==> config.mk <==
export PLATFORM = sky130hd
export DESIGN_NAME = async_serial_format_clock
export DESIGN_NICKNAME = d
export VERILOG_FILES = /design/src/verilog/serial_fmt_pkg.sv /design/src/verilog/serial_frame_rx.sv /design/src/verilog/async_serial_format_clock.sv
export SDC_FILE = /design/constraint.sdc
export NUM_CORES = 1
export LEC_CHECK = 0
export ABC_AREA = 0
export BUFFER_PORTS_ARGS = -buffer_cell sky130_fd_sc_hd__buf_2
export CORE_MARGIN = 10
export CORE_UTILIZATION = 50
export DETAILED_ROUTE_END_ITERATION = 6
export GPL_ROUTABILITY_DRIVEN = 0
export PLACE_DENSITY = 0.66
export SYNTH_ARGS = -nofsm -noshare
export SYNTH_HDL_FRONTEND = slang
export SYNTH_HIERARCHICAL = 1
export SYNTH_SLANG_ARGS = --single-unit
==> constraint.sdc <==
create_clock -name clock_in -period 6.74 [get_ports clock_in]
set_clock_uncertainty 0.15 [all_clocks]
set_input_delay 1.348 -clock clock_in [delete_from_list [all_inputs] [get_ports clock_in]]
set_output_delay 1.348 -clock clock_in [all_outputs]
set_load 0.02 [all_outputs]
==> src/verilog/serial_fmt_pkg.sv <==
/*
 * Shared constants, states and carrier structs of the serial framing block.
 * Assumes one 25 MHz clock and the plain register port of the top module.
 */
`default_nettype none
package serial_fmt_pkg;
    // ---------------------------------------------------------------
    // Register map
    // ---------------------------------------------------------------
    localparam logic [2:0] MODE_ADDR = 3'h0;
    localparam logic [2:0] CTRL_ADDR = 3'h1;
    localparam logic [2:0] DIV_ADDR = 3'h2;
    localparam logic [2:0] TXDATA_ADDR = 3'h3;
    localparam logic [2:0] RXDATA_ADDR = 3'h4;
    localparam logic [2:0] STATUS_ADDR = 3'h5;

    // ---------------------------------------------------------------
    // Mode, control and status fields
    // ---------------------------------------------------------------
    localparam int SYNC_SEL_BIT = 7;
    localparam int CHAR_LEN_BIT = 6;
    localparam int PARITY_EN_BIT = 5;
    localparam int PARITY_ODD_BIT = 4;
    localparam int STOP_LEN_BIT = 3;
    localparam int MULTIPROC_BIT = 2;
    localparam int TX_EN_BIT = 5;
    localparam int RX_EN_BIT = 4;
    localparam int MP_FLAG_BIT = 2;
    localparam int CLK_SEL_HI_BIT = 1;
    localparam int CLK_SEL_LO_BIT = 0;
    localparam int TX_EMPTY_BIT = 7;
    localparam int RX_FULL_BIT = 6;
    localparam int OVERRUN_BIT = 5;
    localparam int FRAME_ERR_BIT = 4;
    localparam int PARITY_ERR_BIT = 3;
    localparam int TX_END_BIT = 2;
    localparam int RX_MP_BIT = 1;

    // ---------------------------------------------------------------
    // Reset values and timing
    // ---------------------------------------------------------------
    localparam logic [7:0] MODE_RESET = 8'h00;
    localparam logic [7:0] CTRL_RESET = 8'h00;
    localparam logic [7:0] DIV_RESET = 8'h0c;
    localparam logic [3:0] TICKS_PER_BIT_M1 = 4'hf;
    localparam logic [3:0] SAMPLE_TICK = 4'h7;
    localparam logic [3:0] OUT_CLK_RISE_TICK = 4'h8;
    localparam int DATA_BITS_MAX = 8;

    typedef enum logic [2:0] {
        IDLE, START, DATA, EXTRA, STOP1, STOP2
    } frame_state_e;

    // Settings shared by both shifters
    typedef struct packed {
        logic seven_bits;
        logic parity_en;
        logic parity_odd;
        logic two_stops;
        logic multiproc;
    } frame_fmt_s;

    // Result of one received character
    typedef struct packed {
        logic [7:0] data;
        logic mp_flag;
        logic parity_bad;
        logic stop_bad;
    } rx_result_s;
endpackage
`default_nettype wire

==> src/verilog/serial_frame_rx.sv <==
/*
 * Receive shifter: finds the start edge, samples mid-bit on a 16x tick, one result
 * pulse per character. Assumes line_in is synchronous and tick_in one cycle wide.
 */
`default_nettype none
module serial_frame_rx (
    input wire logic clock_in,
    input wire logic rst_n_in,
    input wire logic enable_in,
    input wire logic tick_in,
    input wire logic line_in,
    input wire serial_fmt_pkg::frame_fmt_s fmt_in,
    output logic done_out,
    output serial_fmt_pkg::rx_result_s result_out
);
    serial_fmt_pkg::frame_state_e state, next_state;
    logic [3:0] tick_cnt, next_tick_cnt;
    logic [2:0] bit_cnt, next_bit_cnt;
    logic [7:0] shift, next_shift;
    logic ones, next_ones;
    logic line_d, next_line_d;
    logic done, next_done;
    serial_fmt_pkg::rx_result_s result, next_result;
    logic mid;

    // ---------------------------------------------------------------
    // Next state
    // ---------------------------------------------------------------
    always_comb begin
        next_state = state;
        next_tick_cnt = tick_cnt;
        next_bit_cnt = bit_cnt;
        next_shift = shift;
        next_ones = ones;
        next_line_d = line_in;
        next_done = 1'b0;
        next_result = result;
        mid = tick_in && (tick_cnt == serial_fmt_pkg::SAMPLE_TICK);
        if (tick_in) begin
            next_tick_cnt = tick_cnt + 4'h1;
        end
        case (state)
            serial_fmt_pkg::IDLE: begin
                // Falling edge restarts bit timing for every character
                if (enable_in && line_d && !line_in) begin
                    next_state = serial_fmt_pkg::START;
                    next_tick_cnt = 4'h0;
                end
            end
            serial_fmt_pkg::START: begin
                // False start if the line is back high at mid-bit
                if (mid) begin
                    next_state = line_in ? serial_fmt_pkg::IDLE : serial_fmt_pkg::DATA;
                    next_bit_cnt = 3'h0;
                    next_ones = 1'b0;
                end
            end
            serial_fmt_pkg::DATA: begin
                if (mid) begin
                    // LSB first: shift in from the top
                    next_shift = {line_in, shift[7:1]};
                    next_ones = ones ^ line_in;
                    next_bit_cnt = bit_cnt + 3'h1;
                    if (bit_cnt == (fmt_in.seven_bits ? 3'h6 : 3'h7)) begin
                        next_state = (fmt_in.multiproc || fmt_in.parity_en) ?
                            serial_fmt_pkg::EXTRA : serial_fmt_pkg::STOP1;
                    end
                end
            end
            serial_fmt_pkg::EXTRA: begin
                if (mid) begin
                    next_result.mp_flag = fmt_in.multiproc & line_in;
                    next_result.parity_bad = !fmt_in.multiproc &&
                        ((ones ^ line_in) != fmt_in.parity_odd);
                    next_state = serial_fmt_pkg::STOP1;
                end
            end
            serial_fmt_pkg::STOP1: begin
                // Only the first stop bit is checked
                if (mid) begin
                    next_result.data = fmt_in.seven_bits ? {1'b0, shift[7:1]} : shift;
                    next_result.stop_bad = !line_in;
                    if (!fmt_in.multiproc && !fmt_in.parity_en) begin
                        next_result.parity_bad = 1'b0;
                        next_result.mp_flag = 1'b0;
                    end
                    next_done = 1'b1;
                    next_state = serial_fmt_pkg::IDLE;
                end
            end
            default: next_state = serial_fmt_pkg::IDLE;
        endcase
        if (!enable_in) begin
            next_state = serial_fmt_pkg::IDLE;
        end
    end

    // ---------------------------------------------------------------
    // Registers
    // ---------------------------------------------------------------
    always_ff @(posedge clock_in or negedge rst_n_in) begin
        if (!rst_n_in) begin
            state <= serial_fmt_pkg::IDLE;
            tick_cnt <= 4'h0;
            bit_cnt <= 3'h0;
            shift <= 8'h00;
            ones <= 1'b0;
            line_d <= 1'b1;
            done <= 1'b0;
            result <= '0;
        end else begin
            state <= next_state;
            tick_cnt <= next_tick_cnt;
            bit_cnt <= next_bit_cnt;
            shift <= next_shift;
            ones <= next_ones;
            line_d <= next_line_d;
            done <= next_done;
            result <= next_result;
        end
    end

    assign done_out = done;
    assign result_out = result;
endmodule
`default_nettype wire

==> src/verilog/async_serial_format_clock.sv <==
/*
 * Serial unit: frame formats, clock source, baud generator,
 * double-buffered shifters and register port.
 * Assumes pin inputs synchronous to clock_in; the clock pin is
 * split into in, out and enable outside.
 */
// Design decisions made here: the address map and the strobed register port.
`default_nettype none
// Notes on behaviour
// - Async, selects 00: internal clock, clock pin unused.
// - Async, select hi 0 lo 1: internal clock, bit-rate clock driven on pin.
// - Async, select hi 1: clock from pin at sixteen times the bit rate.
// - Sync select 1, hi 0: internal clock, drive clock out on the pin.
// - Sync select 1, hi 1: clock comes in on the serial clock pin.
// - Start and stop frame every character; resync per character.
// - Transmit and receive paths run independently, full duplex.
// - Holding registers ahead of the transmit shifter and behind the receive shifter allow back-to-back characters.
// - Line idles high; a fall to low starts a character.
// - Order: start low, data LSB first, parity or flag, stop high.
// - Receiver aligns bit timing to the start bit's falling edge.
// - Sixteen ticks per bit; receiver samples on the eighth tick.
// - Twelve formats; length bit 0 gives eight data bits, 1 gives seven.
// - Multiproc 0: parity enable adds parity; multiproc 1: flag bit instead.
// - Stop length 0 gives one stop bit, 1 gives two.
// - Driven async clock runs at bit rate, rising at each bit centre.
// - Parity follows the odd/even mode bit on send and check.
module async_serial_format_clock #(
    parameter logic [7:0] DIV_DEFAULT = serial_fmt_pkg::DIV_RESET
) (
    input wire logic clock_in,
    input wire logic rst_n_in,
    input wire logic [2:0] addr_in,
    input wire logic [7:0] wdata_in,
    input wire logic wr_in,
    input wire logic rd_in,
    output logic [7:0] rdata_out,
    input wire logic rxd_in,
    output logic txd_out,
    input wire logic sck_in,
    output logic sck_out,
    output logic sck_oe_out
);
    logic [7:0] serial_mode_reg, next_serial_mode_reg;
    logic [7:0] serial_control_reg, next_serial_control_reg;
    logic [7:0] divisor, next_divisor;
    logic [7:0] tx_hold, next_tx_hold;
    logic tx_empty, next_tx_empty;
    logic [7:0] rx_hold, next_rx_hold;
    logic rx_full, next_rx_full, overrun, next_overrun;
    logic frame_err, next_frame_err, parity_err, next_parity_err;
    logic rx_mp, next_rx_mp, tx_end, next_tx_end;
    logic [7:0] rdata, next_rdata;
    logic [7:0] div_cnt, next_div_cnt;
    logic sck_d, next_sck_d;
    logic tick;
    serial_fmt_pkg::frame_fmt_s fmt;
    serial_fmt_pkg::rx_result_s rx_res;
    logic rx_done;
    serial_fmt_pkg::frame_state_e tx_state, next_tx_state;
    logic [3:0] tx_tick, next_tx_tick;
    logic [2:0] tx_bit, next_tx_bit;
    logic [7:0] tx_shift, next_tx_shift;
    logic tx_ones, next_tx_ones, tx_mp, next_tx_mp;
    logic txd, next_txd, sck_o, next_sck_o, sck_oe, next_sck_oe;
    logic tx_load;

    // Frame format from the mode register
    always_comb begin
        fmt.seven_bits = serial_mode_reg[serial_fmt_pkg::CHAR_LEN_BIT];
        fmt.parity_en = serial_mode_reg[serial_fmt_pkg::PARITY_EN_BIT];
        fmt.parity_odd = serial_mode_reg[serial_fmt_pkg::PARITY_ODD_BIT];
        fmt.two_stops = serial_mode_reg[serial_fmt_pkg::STOP_LEN_BIT];
        fmt.multiproc = serial_mode_reg[serial_fmt_pkg::MULTIPROC_BIT];
    end

    // ---------------------------------------------------------------
    // Clock source and 16x tick
    // ---------------------------------------------------------------
    // Pin clock is sampled as a level, one tick per rising edge;
    // it must stay at or below half of clock_in.
    always_comb begin
        next_div_cnt = div_cnt;
        next_sck_d = sck_in;
        tick = 1'b0;
        if (serial_control_reg[serial_fmt_pkg::CLK_SEL_HI_BIT]) begin
            tick = sck_in && !sck_d;
            next_div_cnt = 8'h00;
        end else if (div_cnt == divisor) begin
            tick = 1'b1;
            next_div_cnt = 8'h00;
        end else begin
            next_div_cnt = div_cnt + 8'h01;
        end
    end

    // ---------------------------------------------------------------
    // Register port
    // ---------------------------------------------------------------
    // A hardware set wins over a same-cycle software clear.
    always_comb begin
        next_serial_mode_reg = serial_mode_reg;
        next_serial_control_reg = serial_control_reg;
        next_divisor = divisor;
        next_tx_hold = tx_hold;
        next_tx_empty = tx_empty;
        next_rx_hold = rx_hold;
        next_rx_full = rx_full;
        next_overrun = overrun;
        next_frame_err = frame_err;
        next_parity_err = parity_err;
        next_rx_mp = rx_mp;
        next_tx_end = tx_end;
        next_rdata = 8'h00;
        if (rd_in) begin
            case (addr_in)
                serial_fmt_pkg::MODE_ADDR: next_rdata = serial_mode_reg;
                serial_fmt_pkg::CTRL_ADDR: next_rdata = serial_control_reg;
                serial_fmt_pkg::DIV_ADDR: next_rdata = divisor;
                serial_fmt_pkg::TXDATA_ADDR: next_rdata = tx_hold;
                serial_fmt_pkg::RXDATA_ADDR: next_rdata = rx_hold;
                serial_fmt_pkg::STATUS_ADDR: begin
                    next_rdata = {tx_empty, rx_full, overrun, frame_err, parity_err,
                                  tx_end, rx_mp, 1'b0};
                end
                default: next_rdata = 8'h00;
            endcase
        end
        if (wr_in) begin
            case (addr_in)
                serial_fmt_pkg::MODE_ADDR: next_serial_mode_reg = wdata_in;
                serial_fmt_pkg::CTRL_ADDR: next_serial_control_reg = wdata_in;
                serial_fmt_pkg::DIV_ADDR: next_divisor = wdata_in;
                serial_fmt_pkg::TXDATA_ADDR: begin
                    next_tx_hold = wdata_in;
                    next_tx_empty = 1'b0;
                    next_tx_end = 1'b0;
                end
                serial_fmt_pkg::STATUS_ADDR: begin
                    // Writing 0 clears a flag; writing 1 leaves it
                    next_rx_full = rx_full & wdata_in[serial_fmt_pkg::RX_FULL_BIT];
                    next_overrun = overrun & wdata_in[serial_fmt_pkg::OVERRUN_BIT];
                    next_frame_err = frame_err & wdata_in[serial_fmt_pkg::FRAME_ERR_BIT];
                    next_parity_err = parity_err & wdata_in[serial_fmt_pkg::PARITY_ERR_BIT];
                end
                default: ;
            endcase
        end
        if (tx_load) begin
            next_tx_empty = 1'b1;
        end
        // Disabling the transmitter empties the holding register
        if (!serial_control_reg[serial_fmt_pkg::TX_EN_BIT]) begin
            next_tx_empty = 1'b1;
        end
        if (tx_state == serial_fmt_pkg::STOP1 && tx_tick == 4'h0 && tick && tx_empty) begin
            next_tx_end = 1'b1;
        end
        // A result is dropped while the holding register is full or flagged
        if (rx_done) begin
            if (rx_full || overrun || frame_err || parity_err) begin
                next_overrun = next_overrun | rx_full;
            end else begin
                next_rx_hold = rx_res.data;
                next_rx_mp = rx_res.mp_flag;
                next_frame_err = rx_res.stop_bad;
                next_parity_err = rx_res.parity_bad;
                next_rx_full = !(rx_res.stop_bad || rx_res.parity_bad);
            end
        end
    end

    // ---------------------------------------------------------------
    // Transmitter and serial clock pin
    // ---------------------------------------------------------------
    always_comb begin
        next_tx_state = tx_state;
        next_tx_tick = tx_tick;
        next_tx_bit = tx_bit;
        next_tx_shift = tx_shift;
        next_tx_ones = tx_ones;
        next_tx_mp = tx_mp;
        tx_load = 1'b0;
        if (tick) begin
            next_tx_tick = tx_tick + 4'h1;
        end
        case (tx_state)
            serial_fmt_pkg::IDLE: begin
                if (!tx_empty && tick) begin
                    tx_load = 1'b1;
                    next_tx_shift = tx_hold;
                    next_tx_ones = 1'b0;
                    next_tx_mp = serial_control_reg[serial_fmt_pkg::MP_FLAG_BIT];
                    next_tx_tick = 4'h0;
                    next_tx_state = serial_fmt_pkg::START;
                end
            end
            serial_fmt_pkg::START: begin
                if (tick && tx_tick == serial_fmt_pkg::TICKS_PER_BIT_M1) begin
                    next_tx_bit = 3'h0;
                    next_tx_state = serial_fmt_pkg::DATA;
                end
            end
            serial_fmt_pkg::DATA: begin
                if (tick && tx_tick == serial_fmt_pkg::TICKS_PER_BIT_M1) begin
                    next_tx_ones = tx_ones ^ tx_shift[0];
                    next_tx_shift = {1'b0, tx_shift[7:1]};
                    next_tx_bit = tx_bit + 3'h1;
                    if (tx_bit == (fmt.seven_bits ? 3'h6 : 3'h7)) begin
                        next_tx_state = (fmt.multiproc || fmt.parity_en) ?
                            serial_fmt_pkg::EXTRA : serial_fmt_pkg::STOP1;
                    end
                end
            end
            serial_fmt_pkg::EXTRA: begin
                if (tick && tx_tick == serial_fmt_pkg::TICKS_PER_BIT_M1) begin
                    next_tx_state = serial_fmt_pkg::STOP1;
                end
            end
            serial_fmt_pkg::STOP1: begin
                if (tick && tx_tick == serial_fmt_pkg::TICKS_PER_BIT_M1) begin
                    next_tx_state = fmt.two_stops ? serial_fmt_pkg::STOP2 :
                        serial_fmt_pkg::IDLE;
                end
            end
            serial_fmt_pkg::STOP2: begin
                if (tick && tx_tick == serial_fmt_pkg::TICKS_PER_BIT_M1) begin
                    next_tx_state = serial_fmt_pkg::IDLE;
                end
            end
            default: next_tx_state = serial_fmt_pkg::IDLE;
        endcase
        if (!serial_control_reg[serial_fmt_pkg::TX_EN_BIT]) begin
            next_tx_state = serial_fmt_pkg::IDLE;
            tx_load = 1'b0;
        end
        // Line level for the bit now in flight; mark while idle
        case (next_tx_state)
            serial_fmt_pkg::START: next_txd = 1'b0;
            serial_fmt_pkg::DATA: next_txd = next_tx_shift[0];
            serial_fmt_pkg::EXTRA: begin
                next_txd = fmt.multiproc ? tx_mp : (next_tx_ones ^ fmt.parity_odd);
            end
            default: next_txd = 1'b1;
        endcase
        // Pin drive: out when internal source and (sync, or async with select lo)
        next_sck_oe = !serial_control_reg[serial_fmt_pkg::CLK_SEL_HI_BIT] &&
            (serial_mode_reg[serial_fmt_pkg::SYNC_SEL_BIT] ||
             serial_control_reg[serial_fmt_pkg::CLK_SEL_LO_BIT]);
        // Bit-rate clock rising mid-bit; the bit phase free-runs while idle
        next_sck_o = next_sck_oe && (next_tx_tick >= serial_fmt_pkg::OUT_CLK_RISE_TICK);
    end

    // Receive path shares the tick and the frame format
    serial_frame_rx rx_path (
        .clock_in(clock_in),
        .rst_n_in(rst_n_in),
        .enable_in(serial_control_reg[serial_fmt_pkg::RX_EN_BIT]),
        .tick_in(tick),
        .line_in(rxd_in),
        .fmt_in(fmt),
        .done_out(rx_done),
        .result_out(rx_res)
    );

    // ---------------------------------------------------------------
    // Registers
    // ---------------------------------------------------------------
    always_ff @(posedge clock_in or negedge rst_n_in) begin
        if (!rst_n_in) begin
            serial_mode_reg <= serial_fmt_pkg::MODE_RESET;
            serial_control_reg <= serial_fmt_pkg::CTRL_RESET;
            divisor <= DIV_DEFAULT;
            tx_hold <= 8'h00;
            tx_empty <= 1'b1;
            rx_hold <= 8'h00;
            rx_full <= 1'b0;
            overrun <= 1'b0;
            frame_err <= 1'b0;
            parity_err <= 1'b0;
            rx_mp <= 1'b0;
            tx_end <= 1'b1;
            rdata <= 8'h00;
            div_cnt <= 8'h00;
            sck_d <= 1'b0;
            tx_state <= serial_fmt_pkg::IDLE;
            tx_tick <= 4'h0;
            tx_bit <= 3'h0;
            tx_shift <= 8'h00;
            tx_ones <= 1'b0;
            tx_mp <= 1'b0;
            txd <= 1'b1;
            sck_o <= 1'b0;
            sck_oe <= 1'b0;
        end else begin
            serial_mode_reg <= next_serial_mode_reg;
            serial_control_reg <= next_serial_control_reg;
            divisor <= next_divisor;
            tx_hold <= next_tx_hold;
            tx_empty <= next_tx_empty;
            rx_hold <= next_rx_hold;
            rx_full <= next_rx_full;
            overrun <= next_overrun;
            frame_err <= next_frame_err;
            parity_err <= next_parity_err;
            rx_mp <= next_rx_mp;
            tx_end <= next_tx_end;
            rdata <= next_rdata;
            div_cnt <= next_div_cnt;
            sck_d <= next_sck_d;
            tx_state <= next_tx_state;
            tx_tick <= next_tx_tick;
            tx_bit <= next_tx_bit;
            tx_shift <= next_tx_shift;
            tx_ones <= next_tx_ones;
            tx_mp <= next_tx_mp;
            txd <= next_txd;
            sck_o <= next_sck_o;
            sck_oe <= next_sck_oe;
        end
    end

    assign rdata_out = rdata;
    assign txd_out = txd;
    assign sck_out = sck_o;
    assign sck_oe_out = sck_oe;
endmodule
`default_nettype wire

==> impl_metrics.env, run 1 <==
export IMPL_part_of_the_power_in_combinational_logic_pct=13.9
export IMPL_most_common_cell_after_layout_fill_and_taps_aside="dfrtp_1"
export IMPL_grt_pass1_vias=4299
export IMPL_final_min_period_over_clock_period_pct=48.13
export IMPL_worst_endpoint_required_ns=6.92
export IMPL_ctsRootBufferMaster="clkbuf_16"
export IMPL_setup_violations=0
export IMPL_timing_critical_path_from="divisor[5]"
export IMPL_timing_hold_worst_class="reg2reg"
export IMPL_yosys_area_top_type_share_pct=48.37
export IMPL_crit_path_end_kind="flop"
export IMPL_tightestPinTransition_ns=1.159
export IMPL_num_antenna_cells=0
export IMPL_power_density_mw_per_mm2=321.3
export IMPL_antenna_found_initial=1
export IMPL_floorplan_die_height_um=128.1
export IMPL_crit_path_max_incr_delay_ns=0.53
export IMPL_power_switching_fraction_pct=27.44
export IMPL_floorplan_die_width_um=128.1
export IMPL_cts_root_to_sink_buffers=2
export IMPL_core_area_sq_mm=0.01142
export IMPL_timing_final_hold_violations=0
export IMPL_synth_flop_cell="dfrtp_1"
export IMPL_routed_wirelength_um=12880
export IMPL_grt_max_degree=62
export IMPL_cell_internal_pwr_mw=1.556
export IMPL_largest_register_ffs=11
export IMPL_register_share_of_total_power_pct=43.2
export IMPL_cp_max_fo=15
export IMPL_iteration_0_drc_markers=337
export IMPL_slew_headroom_pct=22.52
export IMPL_r2r_end="txd_out"
export IMPL_mappedNetlistArea_sq_mm=0.005846
export IMPL_initial_utilization_pct=51.19
export IMPL_cts_post_setup_buffers_inserted=0
export IMPL_worstSkewPairLatency_ns=0.42
export IMPL_numClockSinks=119
export IMPL_most_common_layout_cells="dfrtp_1 (113), nand2_1 (66), mux2_2 (60), nor2_1 (38), o21ai_0 (34)"
export IMPL_drtPass1Iterations=4
export IMPL_drt_wirelength_per_cell_um=17.77
export IMPL_num_vias=4148
export IMPL_sequential_fraction_of_the_synthesis_area_pct=51.07
export IMPL_worstSetupEndpoint="txd_out"
export IMPL_syn_mean_instance_area_sq_um=10.77
export IMPL_cts_reportedPaths_clkPinSlew_ns=0.06
export IMPL_ys_ff_latch=119
export IMPL_timing_fmax_mhz=308.2
export IMPL_cp_top_family="simple AND/OR/NAND/NOR gates"
export IMPL_fin_hold_ws_ns=0.3248
export IMPL_io_pins=28
export IMPL_vias_per_cell=5.721
export IMPL_vdd_ir_drop_worst_mv=0.3284
export IMPL_synth_enable_flop_cells=0
export IMPL_reg2reg_slack_ns=3.50
export IMPL_static_leakage_power_nw=3.046
export IMPL_cts_hold_buf=0
export IMPL_worst_path_cell_trace="xor2_1, nor4_2, a31oi_2, inv_2, nand2b_2, or4_1, a311o_1, a31oi_1"
export IMPL_drt_antenna_violating_nets=0
export IMPL_clockPowerShare_pct=42.8
export IMPL_gr_usage_all_layers_pct=16.68
export IMPL_run_status="finished clean"
export IMPL_yosys_warnings=6
export IMPL_synth_top_area_cell="dfrtp_1"
export IMPL_grt_pass1_wl_um=21790
export IMPL_setup_ws_ns=3.496
export IMPL_worst_r2r_cell_count=8
export IMPL_tns_ns=0
export IMPL_layout_drive_gt1_share_pct=23.71
export IMPL_start_kind="flop"
export IMPL_grt_overflow_total=0
export IMPL_grt_setup_unrepaired="no"
export IMPL_detail_route_drc_violations=0
export IMPL_path_buf_inv=1
export IMPL_p_total_mw=2.145
export IMPL_fillCellCount=980
export IMPL_die_area_sq_mm=0.01642
export IMPL_syn_nets=566
export IMPL_tritoncts="done"
export IMPL_port_buffer_count=27
export IMPL_dpl_worst_slack_ns=3.125
export IMPL_synth_lib_cells_used_distinct=64
export IMPL_dpl_hpwl_um=9106
export IMPL_cp_depth=8
export IMPL_drv_slew=0
export IMPL_std_cell_rows=39
export IMPL_regToRegStartpoint="divisor[5]"
export IMPL_quantity_of_gates_resized_following_cts=0
export IMPL_postSynthCellCount=543
export IMPL_switching_power_mw=0.5885
export IMPL_synthesis_to_layout_area_growth_pct=14.19
export IMPL_max_cap_viol_count=0
export IMPL_yosys_top_cells_area="dfrtp_1 (48%), mux2_2 (12%), nand2_1 (4.2%)"
export IMPL_cp_arrival_ns=3.43
export IMPL_asyncSetResetFlopFracSynth_pct=100.0
export IMPL_net_total_in_the_final_layout=592
export IMPL_critical_path_slowest_cell="or4_1"
export IMPL_crit_type="reg2reg"
export IMPL_min_period_ns=3.244
export IMPL_inserted_clock_buffers=17
export IMPL_h_tree_depth=4
[tightest hold or removal path: cells and delay by family (launching register included)]
kind | cells | cell delay (ns)
DFF | 1 | 0.34
and+or+nand+nor | 2 | 0.10
[layout make-up]
class | count | area [sq um] | area share, %
repair buffers | 28 | 145.1 | 2.174
inverters | 11 | 41.29 | 0.6186
clock inverters | 12 | 151.4 | 2.268
multi-input cells | 392 | 2716 | 40.69
clock buffers | 20 | 456.7 | 6.842
flip-flops and latches | 119 | 2985 | 44.72
well taps | 143 | 178.9 | 2.680
[logic make-up (layout without fill, tap and decap cells)]
family	count (synthesis)	after routing	synth area share, %
flip-flops	119	119	51.07
AO/OA/AOI/OAI	96	96	10.57
XOR/XNOR	21	21	3.146
multiplexers	78	78	14.85
AND/OR/NAND/NOR	191	191	16.61
buffers and inverters	32	71	2.462
adder cells (fa/ha/maj)	6	6	1.284
[through the flow]
stage	std cells	utilization, %	instance area [sq um]
3_5_place_dp	693	53.13	6067
6_report	725	58.46	6675
5_1_grt	725	58.46	6675
3_3_place_gp	693	53.13	6067
2_1_floorplan	543	-	5846
4_1_cts	725	58.46	6675
[cell usage after synthesis (all sizes together), types with 12 or more instances]
cell	number
nand2b	12
dfrtp	113
nand3	15
a22oi	14
mux2i	17
o21ai	34
mux2	60
xor2	15
clkbuf	12
nand2	68
nor2	39
[per-layer routing]
layer | part of all wire [%] | GRT usage [%] | vias to the layer above
met1 | 44 | 20.17 | 2037
met5 | 0.078 | 0 | -
met2 | 50 | 27.12 | 82
li1 | - | - | 1999
met3 | 4.0 | 4.342 | 28
met4 | 1.9 | 8.013 | 2
[power by group through the flow]
stage | Sequential [mW] | Combinational, mW | Clock [mW]
4_1_cts | 0.927 | 0.303 | 0.935
6_report | 0.927 | 0.298 | 0.919
2_1_floorplan | 0.903 | 0.222 | 0
5_1_grt | 0.942 | 0.340 | 0.967
3_3_place_gp | 0.934 | 0.289 | 0
3_5_place_dp | 0.938 | 0.300 | 0
[how the worst min path moves through the flow]
stage	cells after the start	slack (ns)	from	endpoint
finish	2	0.32	rx_path/done_out	overrun
global route	2	0.35	rx_path/result_out[10]	rx_path/result_out[10]
CTS	2	0.33	rx_path/done_out	overrun
detailed placement	2	0.31	rx_path/done_out	overrun
global placement	2	0.30	rx_path/done_out	overrun
floorplan	2	0.28	rx_path/done_out	overrun
Power figures use the tool's default switching activity.
==> run 2: changes to the inputs <==
--- a/config.mk
+++ b/config.mk
@@ -11,7 +11,7 @@
 export CORE_UTILIZATION = 50
 export DETAILED_ROUTE_END_ITERATION = 6
 export GPL_ROUTABILITY_DRIVEN = 0
-export PLACE_DENSITY = 0.66
+export PLACE_DENSITY = 0.69
 export SYNTH_ARGS = -nofsm -noshare
 export SYNTH_HDL_FRONTEND = slang
 export SYNTH_HIERARCHICAL = 1
==> constraint.sdc (replaced) <==
create_clock -name clock_in -period 2.7 [get_ports clock_in]
set_clock_uncertainty 0.15 [all_clocks]
set_input_delay 0.54 -clock clock_in [delete_from_list [all_inputs] [get_ports clock_in]]
set_output_delay 0.54 -clock clock_in [all_outputs]
set_load 0.02 [all_outputs]
==> run 2 against run 1 <==
Non-clock buffer count up 23. Register-to-register slack worse by 3.4 ns. Die area unchanged. Final cell count grew 3.2%. Hold slack got worse by 0.21 ns. Setup slack worse by 3.4 ns. Cell area increased by 2.3%. Largest power group unchanged.
==> impl_metrics.env, run 2 (synthesis results as in run 1) <==
export IMPL_numClockSinks=119
export IMPL_run_status="finished clean"
export IMPL_die_area_sq_mm=0.01642
export IMPL_worst_r2r_cell_count=8
export IMPL_cp_arrival_ns=2.78
export IMPL_setup_violations=0
export IMPL_cts_root_to_sink_buffers=2
export IMPL_drt_wirelength_per_cell_um=18.28
export IMPL_tritoncts="done"
export IMPL_most_common_cell_after_layout_fill_and_taps_aside="dfrtp_1"
export IMPL_tns_ns=0
export IMPL_post_dp_cell_area_sq_mm=0.006237
export IMPL_num_vias=4356
export IMPL_beginning_of_the_worst_hold_path="sck_in"
export IMPL_gr_usage_all_layers_pct=17.21
export IMPL_dpl_hpwl_um=9674
export IMPL_layer_carrying_the_most_global_route_usage="met2"
export IMPL_port_buffer_count=27
export IMPL_grt_pass1_wl_um=22620
export IMPL_h_tree_depth=4
export IMPL_min_period_ns=2.592
export IMPL_synthesis_to_layout_area_growth_pct=16.87
export IMPL_vdd_ir_drop_worst_mv=0.6289
export IMPL_timing_hold_worst_class="in2reg"
export IMPL_setup_ws_ns=0.1080
export IMPL_crit_path_end_kind="flop"
export IMPL_start_kind="flop"
export IMPL_most_common_layout_cells="dfrtp_1 (113), nand2_1 (66), mux2_2 (60), nor2_1 (38), o21ai_0 (34)"
export IMPL_drtPass1Iterations=5
export IMPL_antenna_found_initial=1
export IMPL_floorplan_die_height_um=128.1
export IMPL_timing_fmax_mhz=385.8
export IMPL_regToRegStartpoint="div_cnt[5]"
export IMPL_initial_utilization_pct=51.19
export IMPL_worstSkewPairLatency_ns=0.41
export IMPL_cp_max_fo=4
export IMPL_static_leakage_power_nw=3.179
export IMPL_grt_met1_usage_pct=22.24
export IMPL_dpl_worst_slack_ns=0.1619
export IMPL_power_density_mw_per_mm2=769.5
export IMPL_groute_layer_met2_usage_pct=26.64
export IMPL_num_antenna_cells=0
export IMPL_iteration_0_drc_markers=253
export IMPL_tightestPinTransition_ns=0.7297
export IMPL_layout_cell_area_non_filler_sq_mm=0.006832
export IMPL_ctsRootBufferMaster="clkbuf_16"
export IMPL_grt_max_degree=64
export IMPL_worst_endpoint_required_ns=2.89
export IMPL_slew_headroom_pct=51.35
export IMPL_timing_final_hold_violations=0
export IMPL_drv_slew=0
export IMPL_io_pins=28
export IMPL_grt_pass1_vias=4328
export IMPL_routed_wirelength_um=13670
export IMPL_core_area_sq_mm=0.01142
export IMPL_grtUsageMet3_pct=5.045
export IMPL_std_cell_rows=39
export IMPL_crit_type="reg2reg"
export IMPL_cts_reportedPaths_clkPinSlew_ns=0.06
export IMPL_reg2reg_slack_ns=0.11
export IMPL_max_cap_viol_count=0
export IMPL_grt_overflow_total=0
export IMPL_worstHoldPathCells=1
export IMPL_inserted_clock_buffers=17
export IMPL_largest_register_ffs=11
export IMPL_layout_drive_gt1_share_pct=26.28
export IMPL_detail_route_drc_violations=0
export IMPL_net_total_in_the_final_layout=615
export IMPL_final_min_period_over_clock_period_pct=96.00
export IMPL_floorplan_die_width_um=128.1
export IMPL_drt_antenna_violating_nets=0
export IMPL_timing_critical_path_from="div_cnt[5]"
export IMPL_vias_per_cell=5.824
[run 2: layout make-up]
cell class / instances / area, sq um
Clock inverter: 8 / 70.07
Multi-Input combinational cell: 392 / 2721
Fill cell: 961 / 4587
Sequential cell: 119 / 2985
Clock buffer: 24 / 501.7
Inverter: 11 / 41.29
Tap cell: 143 / 178.9
Timing Repair Buffer: 51 / 332.8
[run 2: where the power goes]
group | internal [mW] | leakage (nW) | switching (mW) | total [mW]
clock | 1.38 | 0.282 | 0.771 | 2.15
combinational | 0.376 | 1.35 | 0.419 | 0.795
sequential | 2.04 | 1.54 | 0.272 | 2.31
total | 3.79 | 3.18 | 1.46 | 5.26
[run 2: through the flow]
stage                     utilization, %  hold WS (ns)  instances  total power [mW]
after global placement             54.62        0.3013        714             3.073
after floorplan                        -       0.09441        543             2.808
after CTS                          59.72        0.1006        747             5.289
after global routing               59.83        0.1089        748             5.507
after detailed placement           54.62        0.3052        714             3.120
final                              59.83        0.1137        748             5.257
[run 2: what timing repair did]
action	CTS	global route
endpoints found under the setup margin	0	10
hold endpoints to repair	31	0
gates resized for setup	0	1
buffers inserted	0	1
hold buffers	1	0
[run 2: path summary, 6_finish.rpt]
check	end
max in group asynchronous	rx_path/line_d
hold / removal	sck_d
hold reg to reg	overrun
setup / recovery	txd_out
min in group asynchronous	sck_oe_out
setup reg to reg	txd_out
[run 2: critical path, stage by stage (launching register included)]
cell      delay [ns]
dfrtp_1         0.42
xor2_1          0.17
nor4_2          0.37
a31oi_2         0.17
inv_2           0.09
nand2b_2        0.08
or4_1           0.54
a311o_1         0.36
a31oi_1         0.17
[run 2: routing by layer]
metal | share of wire, % | up-vias
li1 | - | 2043
met1 | 45 | 2195
met2 | 49 | 92
met3 | 5.1 | 24
met4 | 1.7 | 2
met5 | 0.073 | -
==> run 3: changes to the inputs <==
--- a/config.mk
+++ b/config.mk
@@ -9,10 +9,10 @@
 export BUFFER_PORTS_ARGS = -buffer_cell sky130_fd_sc_hd__buf_2
 export CORE_MARGIN = 10
 export CORE_UTILIZATION = 50
+export CTS_BUF_LIST = sky130_fd_sc_hd__clkbuf_4 sky130_fd_sc_hd__clkbuf_8
 export DETAILED_ROUTE_END_ITERATION = 6
 export GPL_ROUTABILITY_DRIVEN = 0
 export PLACE_DENSITY = 0.69
 export SYNTH_ARGS = -nofsm -noshare
 export SYNTH_HDL_FRONTEND = slang
-export SYNTH_HIERARCHICAL = 1
 export SYNTH_SLANG_ARGS = --single-unit
==> run 3 against run 2 <==
Core utilization down 2.4 points. Cell area down 4.8%. Sequential share of layout area up 2.2 points. Power down 11%. Global-route usage down 0.70 points. Combinational power up 6.8%. Synthesized cell count down 3.5%. Maximum frequency down 0.28%. Final cell count down 4.5%. Die area down 1.4%.
==> impl_metrics.env, run 3 <==
export IMPL_run_status="finished clean"
export IMPL_grt_pass1_vias=4226
export IMPL_min_period_ns=2.599
export IMPL_drt_wirelength_per_cell_um=18.01
export IMPL_crit_path_max_incr_delay_ns=0.45
export IMPL_tns_ns=0
export IMPL_worst_r2r_cell_count=7
export IMPL_die_area_sq_mm=0.01619
export IMPL_met2WireLength_um=6289
export IMPL_yosys_warnings=0
export IMPL_syn_nets=547
export IMPL_num_vias=4171
export IMPL_floorplan_die_height_um=127.3
export IMPL_routed_wirelength_um=12860
export IMPL_yosysMostFrequentCell="dfrtp_1"
export IMPL_vdd_ir_drop_worst_mv=0.5000
export IMPL_vias_per_cell=5.842
export IMPL_cp_max_fo=4
export IMPL_cp_depth=7
export IMPL_timing_final_hold_violations=0
export IMPL_largest_register_ffs=11
export IMPL_r2r_end="txd_out"
export IMPL_cp_top_family="compound AO/OA/AOI/OAI gates"
export IMPL_synth_lib_cells_used_distinct=59
export IMPL_yosys_area_top_type_share_pct=49.16
export IMPL_worst_path_cell_trace="xnor2_1, nand4_2, o41a_1, o31a_1, or3_1, a311oi_1, a311oi_1"
export IMPL_fin_hold_ws_ns=0.08458
export IMPL_beginning_of_the_worst_hold_path="sck_in"
export IMPL_asyncSetResetFlopFracSynth_pct=100.0
export IMPL_start_kind="flop"
export IMPL_cts_post_setup_buffers_inserted=0
export IMPL_dpl_worst_slack_ns=0.04880
export IMPL_regToRegStartpoint="div_cnt[5]"
export IMPL_tritoncts="done"
export IMPL_grt_overflow_total=0
export IMPL_most_common_cell_after_layout_fill_and_taps_aside="dfrtp_1"
export IMPL_synth_flop_cell="dfrtp_1"
export IMPL_setup_violations=0
export IMPL_core_area_sq_mm=0.01132
export IMPL_max_cap_viol_count=0
export IMPL_power_density_mw_per_mm2=722.8
export IMPL_detail_route_drc_violations=0
export IMPL_synthesis_to_layout_area_growth_pct=13.03
export IMPL_syn_mean_instance_area_sq_um=10.98
export IMPL_h_tree_depth=4
export IMPL_worst_endpoint_required_ns=2.90
export IMPL_most_common_layout_cells="dfrtp_1 (113), nand2_1 (57), mux2_2 (52), o21ai_0 (29)"
export IMPL_numClockSinks=119
export IMPL_drv_slew=0
export IMPL_wl_met3_um=712
export IMPL_drtPass1Iterations=5
export IMPL_layout_drive_gt1_share_pct=26.27
export IMPL_highest_signal_layer="met4"
export IMPL_std_cell_rows=39
export IMPL_synth_top_area_cell="dfrtp_1"
export IMPL_synth_enable_flop_cells=0
export IMPL_critical_path_slowest_cell="dfrtp_1"
export IMPL_postSynthCellCount=524
export IMPL_floorplan_die_width_um=127.3
export IMPL_ys_ff_latch=119
export IMPL_timing_fmax_mhz=384.7
export IMPL_sequential_fraction_of_the_synthesis_area_pct=51.90
export IMPL_timing_hold_worst_class="in2reg"
export IMPL_gr_usage_all_layers_pct=16.51
export IMPL_port_buffer_count=27
export IMPL_cp_arrival_ns=2.80
export IMPL_inserted_clock_buffers=17
export IMPL_crit_type="reg2reg"
export IMPL_cts_reportedPaths_clkPinSlew_ns=0.07
export IMPL_layout_core_utilization_pct=57.43
export IMPL_antenna_found_initial=0
export IMPL_reg2reg_slack_ns=0.10
export IMPL_worstSkewPairLatency_ns=0.43
export IMPL_net_total_in_the_final_layout=582
export IMPL_cts_root_to_sink_buffers=2
export IMPL_crit_path_end_kind="flop"
export IMPL_ctsRootBufferMaster="clkbuf_8"
export IMPL_slew_headroom_pct=54.15
export IMPL_drt_antenna_violating_nets=0
export IMPL_setup_ws_ns=0.1009
export IMPL_whs_endpoint="sck_d"
export IMPL_grt_max_degree=46
export IMPL_worstHoldPathCells=1
export IMPL_initial_utilization_pct=50.81
export IMPL_m1WireLength_um=5707
export IMPL_dpl_hpwl_um=9024
export IMPL_cpMostUsedCell="a311oi_1"
export IMPL_io_pins=28
export IMPL_mappedNetlistArea_sq_mm=0.005752
export IMPL_num_antenna_cells=0
export IMPL_grt_pass1_wl_um=21740
export IMPL_final_min_period_over_clock_period_pct=96.26
export IMPL_path_buf_inv=0
export IMPL_yosys_top_cells_area="dfrtp_1 (49%), mux2_2 (10%), nand2_1 (3.8%)"
export IMPL_ranking_of_synthesized_cells_by_instance_count="dfrtp_1 (113), nand2_1 (58), mux2_2 (52)"
export IMPL_iteration_0_drc_markers=341
export IMPL_static_leakage_power_nw=2.976
export IMPL_tightestPinTransition_ns=0.6704
==> run 3: cell type report <==
type	instances	area (sq um)
Inverter	14	52.55
Fill cell	966	4820
Clock buffer	22	296.5
Timing Repair Buffer	44	305.3
Clock inverter	9	75.07
Multi-Input combinational cell	363	2608
Tap cell	143	178.9
Sequential cell	119	2985
==> run 3: kinds of logic (layout without fill, tap and decap cells) <==
kind of cell               Yosys count  in the layout  share of synthesized area (%)
and+or+nand+nor                    165            165                          14.81
xor gates and xnor gates            24             24                          3.655
muxes                               67             67                          13.23
DFF                                119            119                          51.90
buffers and inverters               42             89                          3.154
AOI/OAI and AO/OA                  101            101                          11.94
adders and majority gates            6              6                          1.305
==> run 3: stage by stage <==
step	power, mW	instance area, sq um	instances
3_5_place_dp	3.191	6097	682
2_1_floorplan	2.885	5752	524
4_1_cts	4.737	6479	714
5_1_grt	4.958	6501	714
3_3_place_gp	3.157	6097	682
6_report	4.699	6501	714
==> run 3: worst max path at each step <==
stage	start	end	slack (ns)
final	div_cnt[5]	txd_out	0.10
after global placement	divisor[2]	rx_path.shift[0]	0.1
after detailed placement	divisor[2]	rx_path.shift[4]	0.05
after floorplan	divisor[2]	rx_path.shift[0]	0.19
after CTS	divisor[2]	rx_path.shift[4]	0.04
after global routing	divisor[3]	txd_out	-0.001
==> run 3: repair_timing <==
item / CTS / global route
resized for setup: 0 / 6
hold endpoints to repair: 29 / 0
setup endpoints to repair: 0 / 21
hold buffers: 1 / 0
==> run 3: routing by layer <==
metal | track usage (%) | up-vias
li1 | - | 1951
met3 | 3.639 | 20
met1 | 21.63 | 2071
met5 | 0 | -
met2 | 26.00 | 129
met4 | 6.631 | 0
==> run 3: power breakdown <==
group	total, mW	internal, mW	leakage [nW]	switching, mW
Combinational	0.849	0.400	1.24	0.449
Sequential	2.33	2.05	1.54	0.282
Clock	1.52	0.820	0.193	0.702
Total	4.70	3.27	2.98	1.43
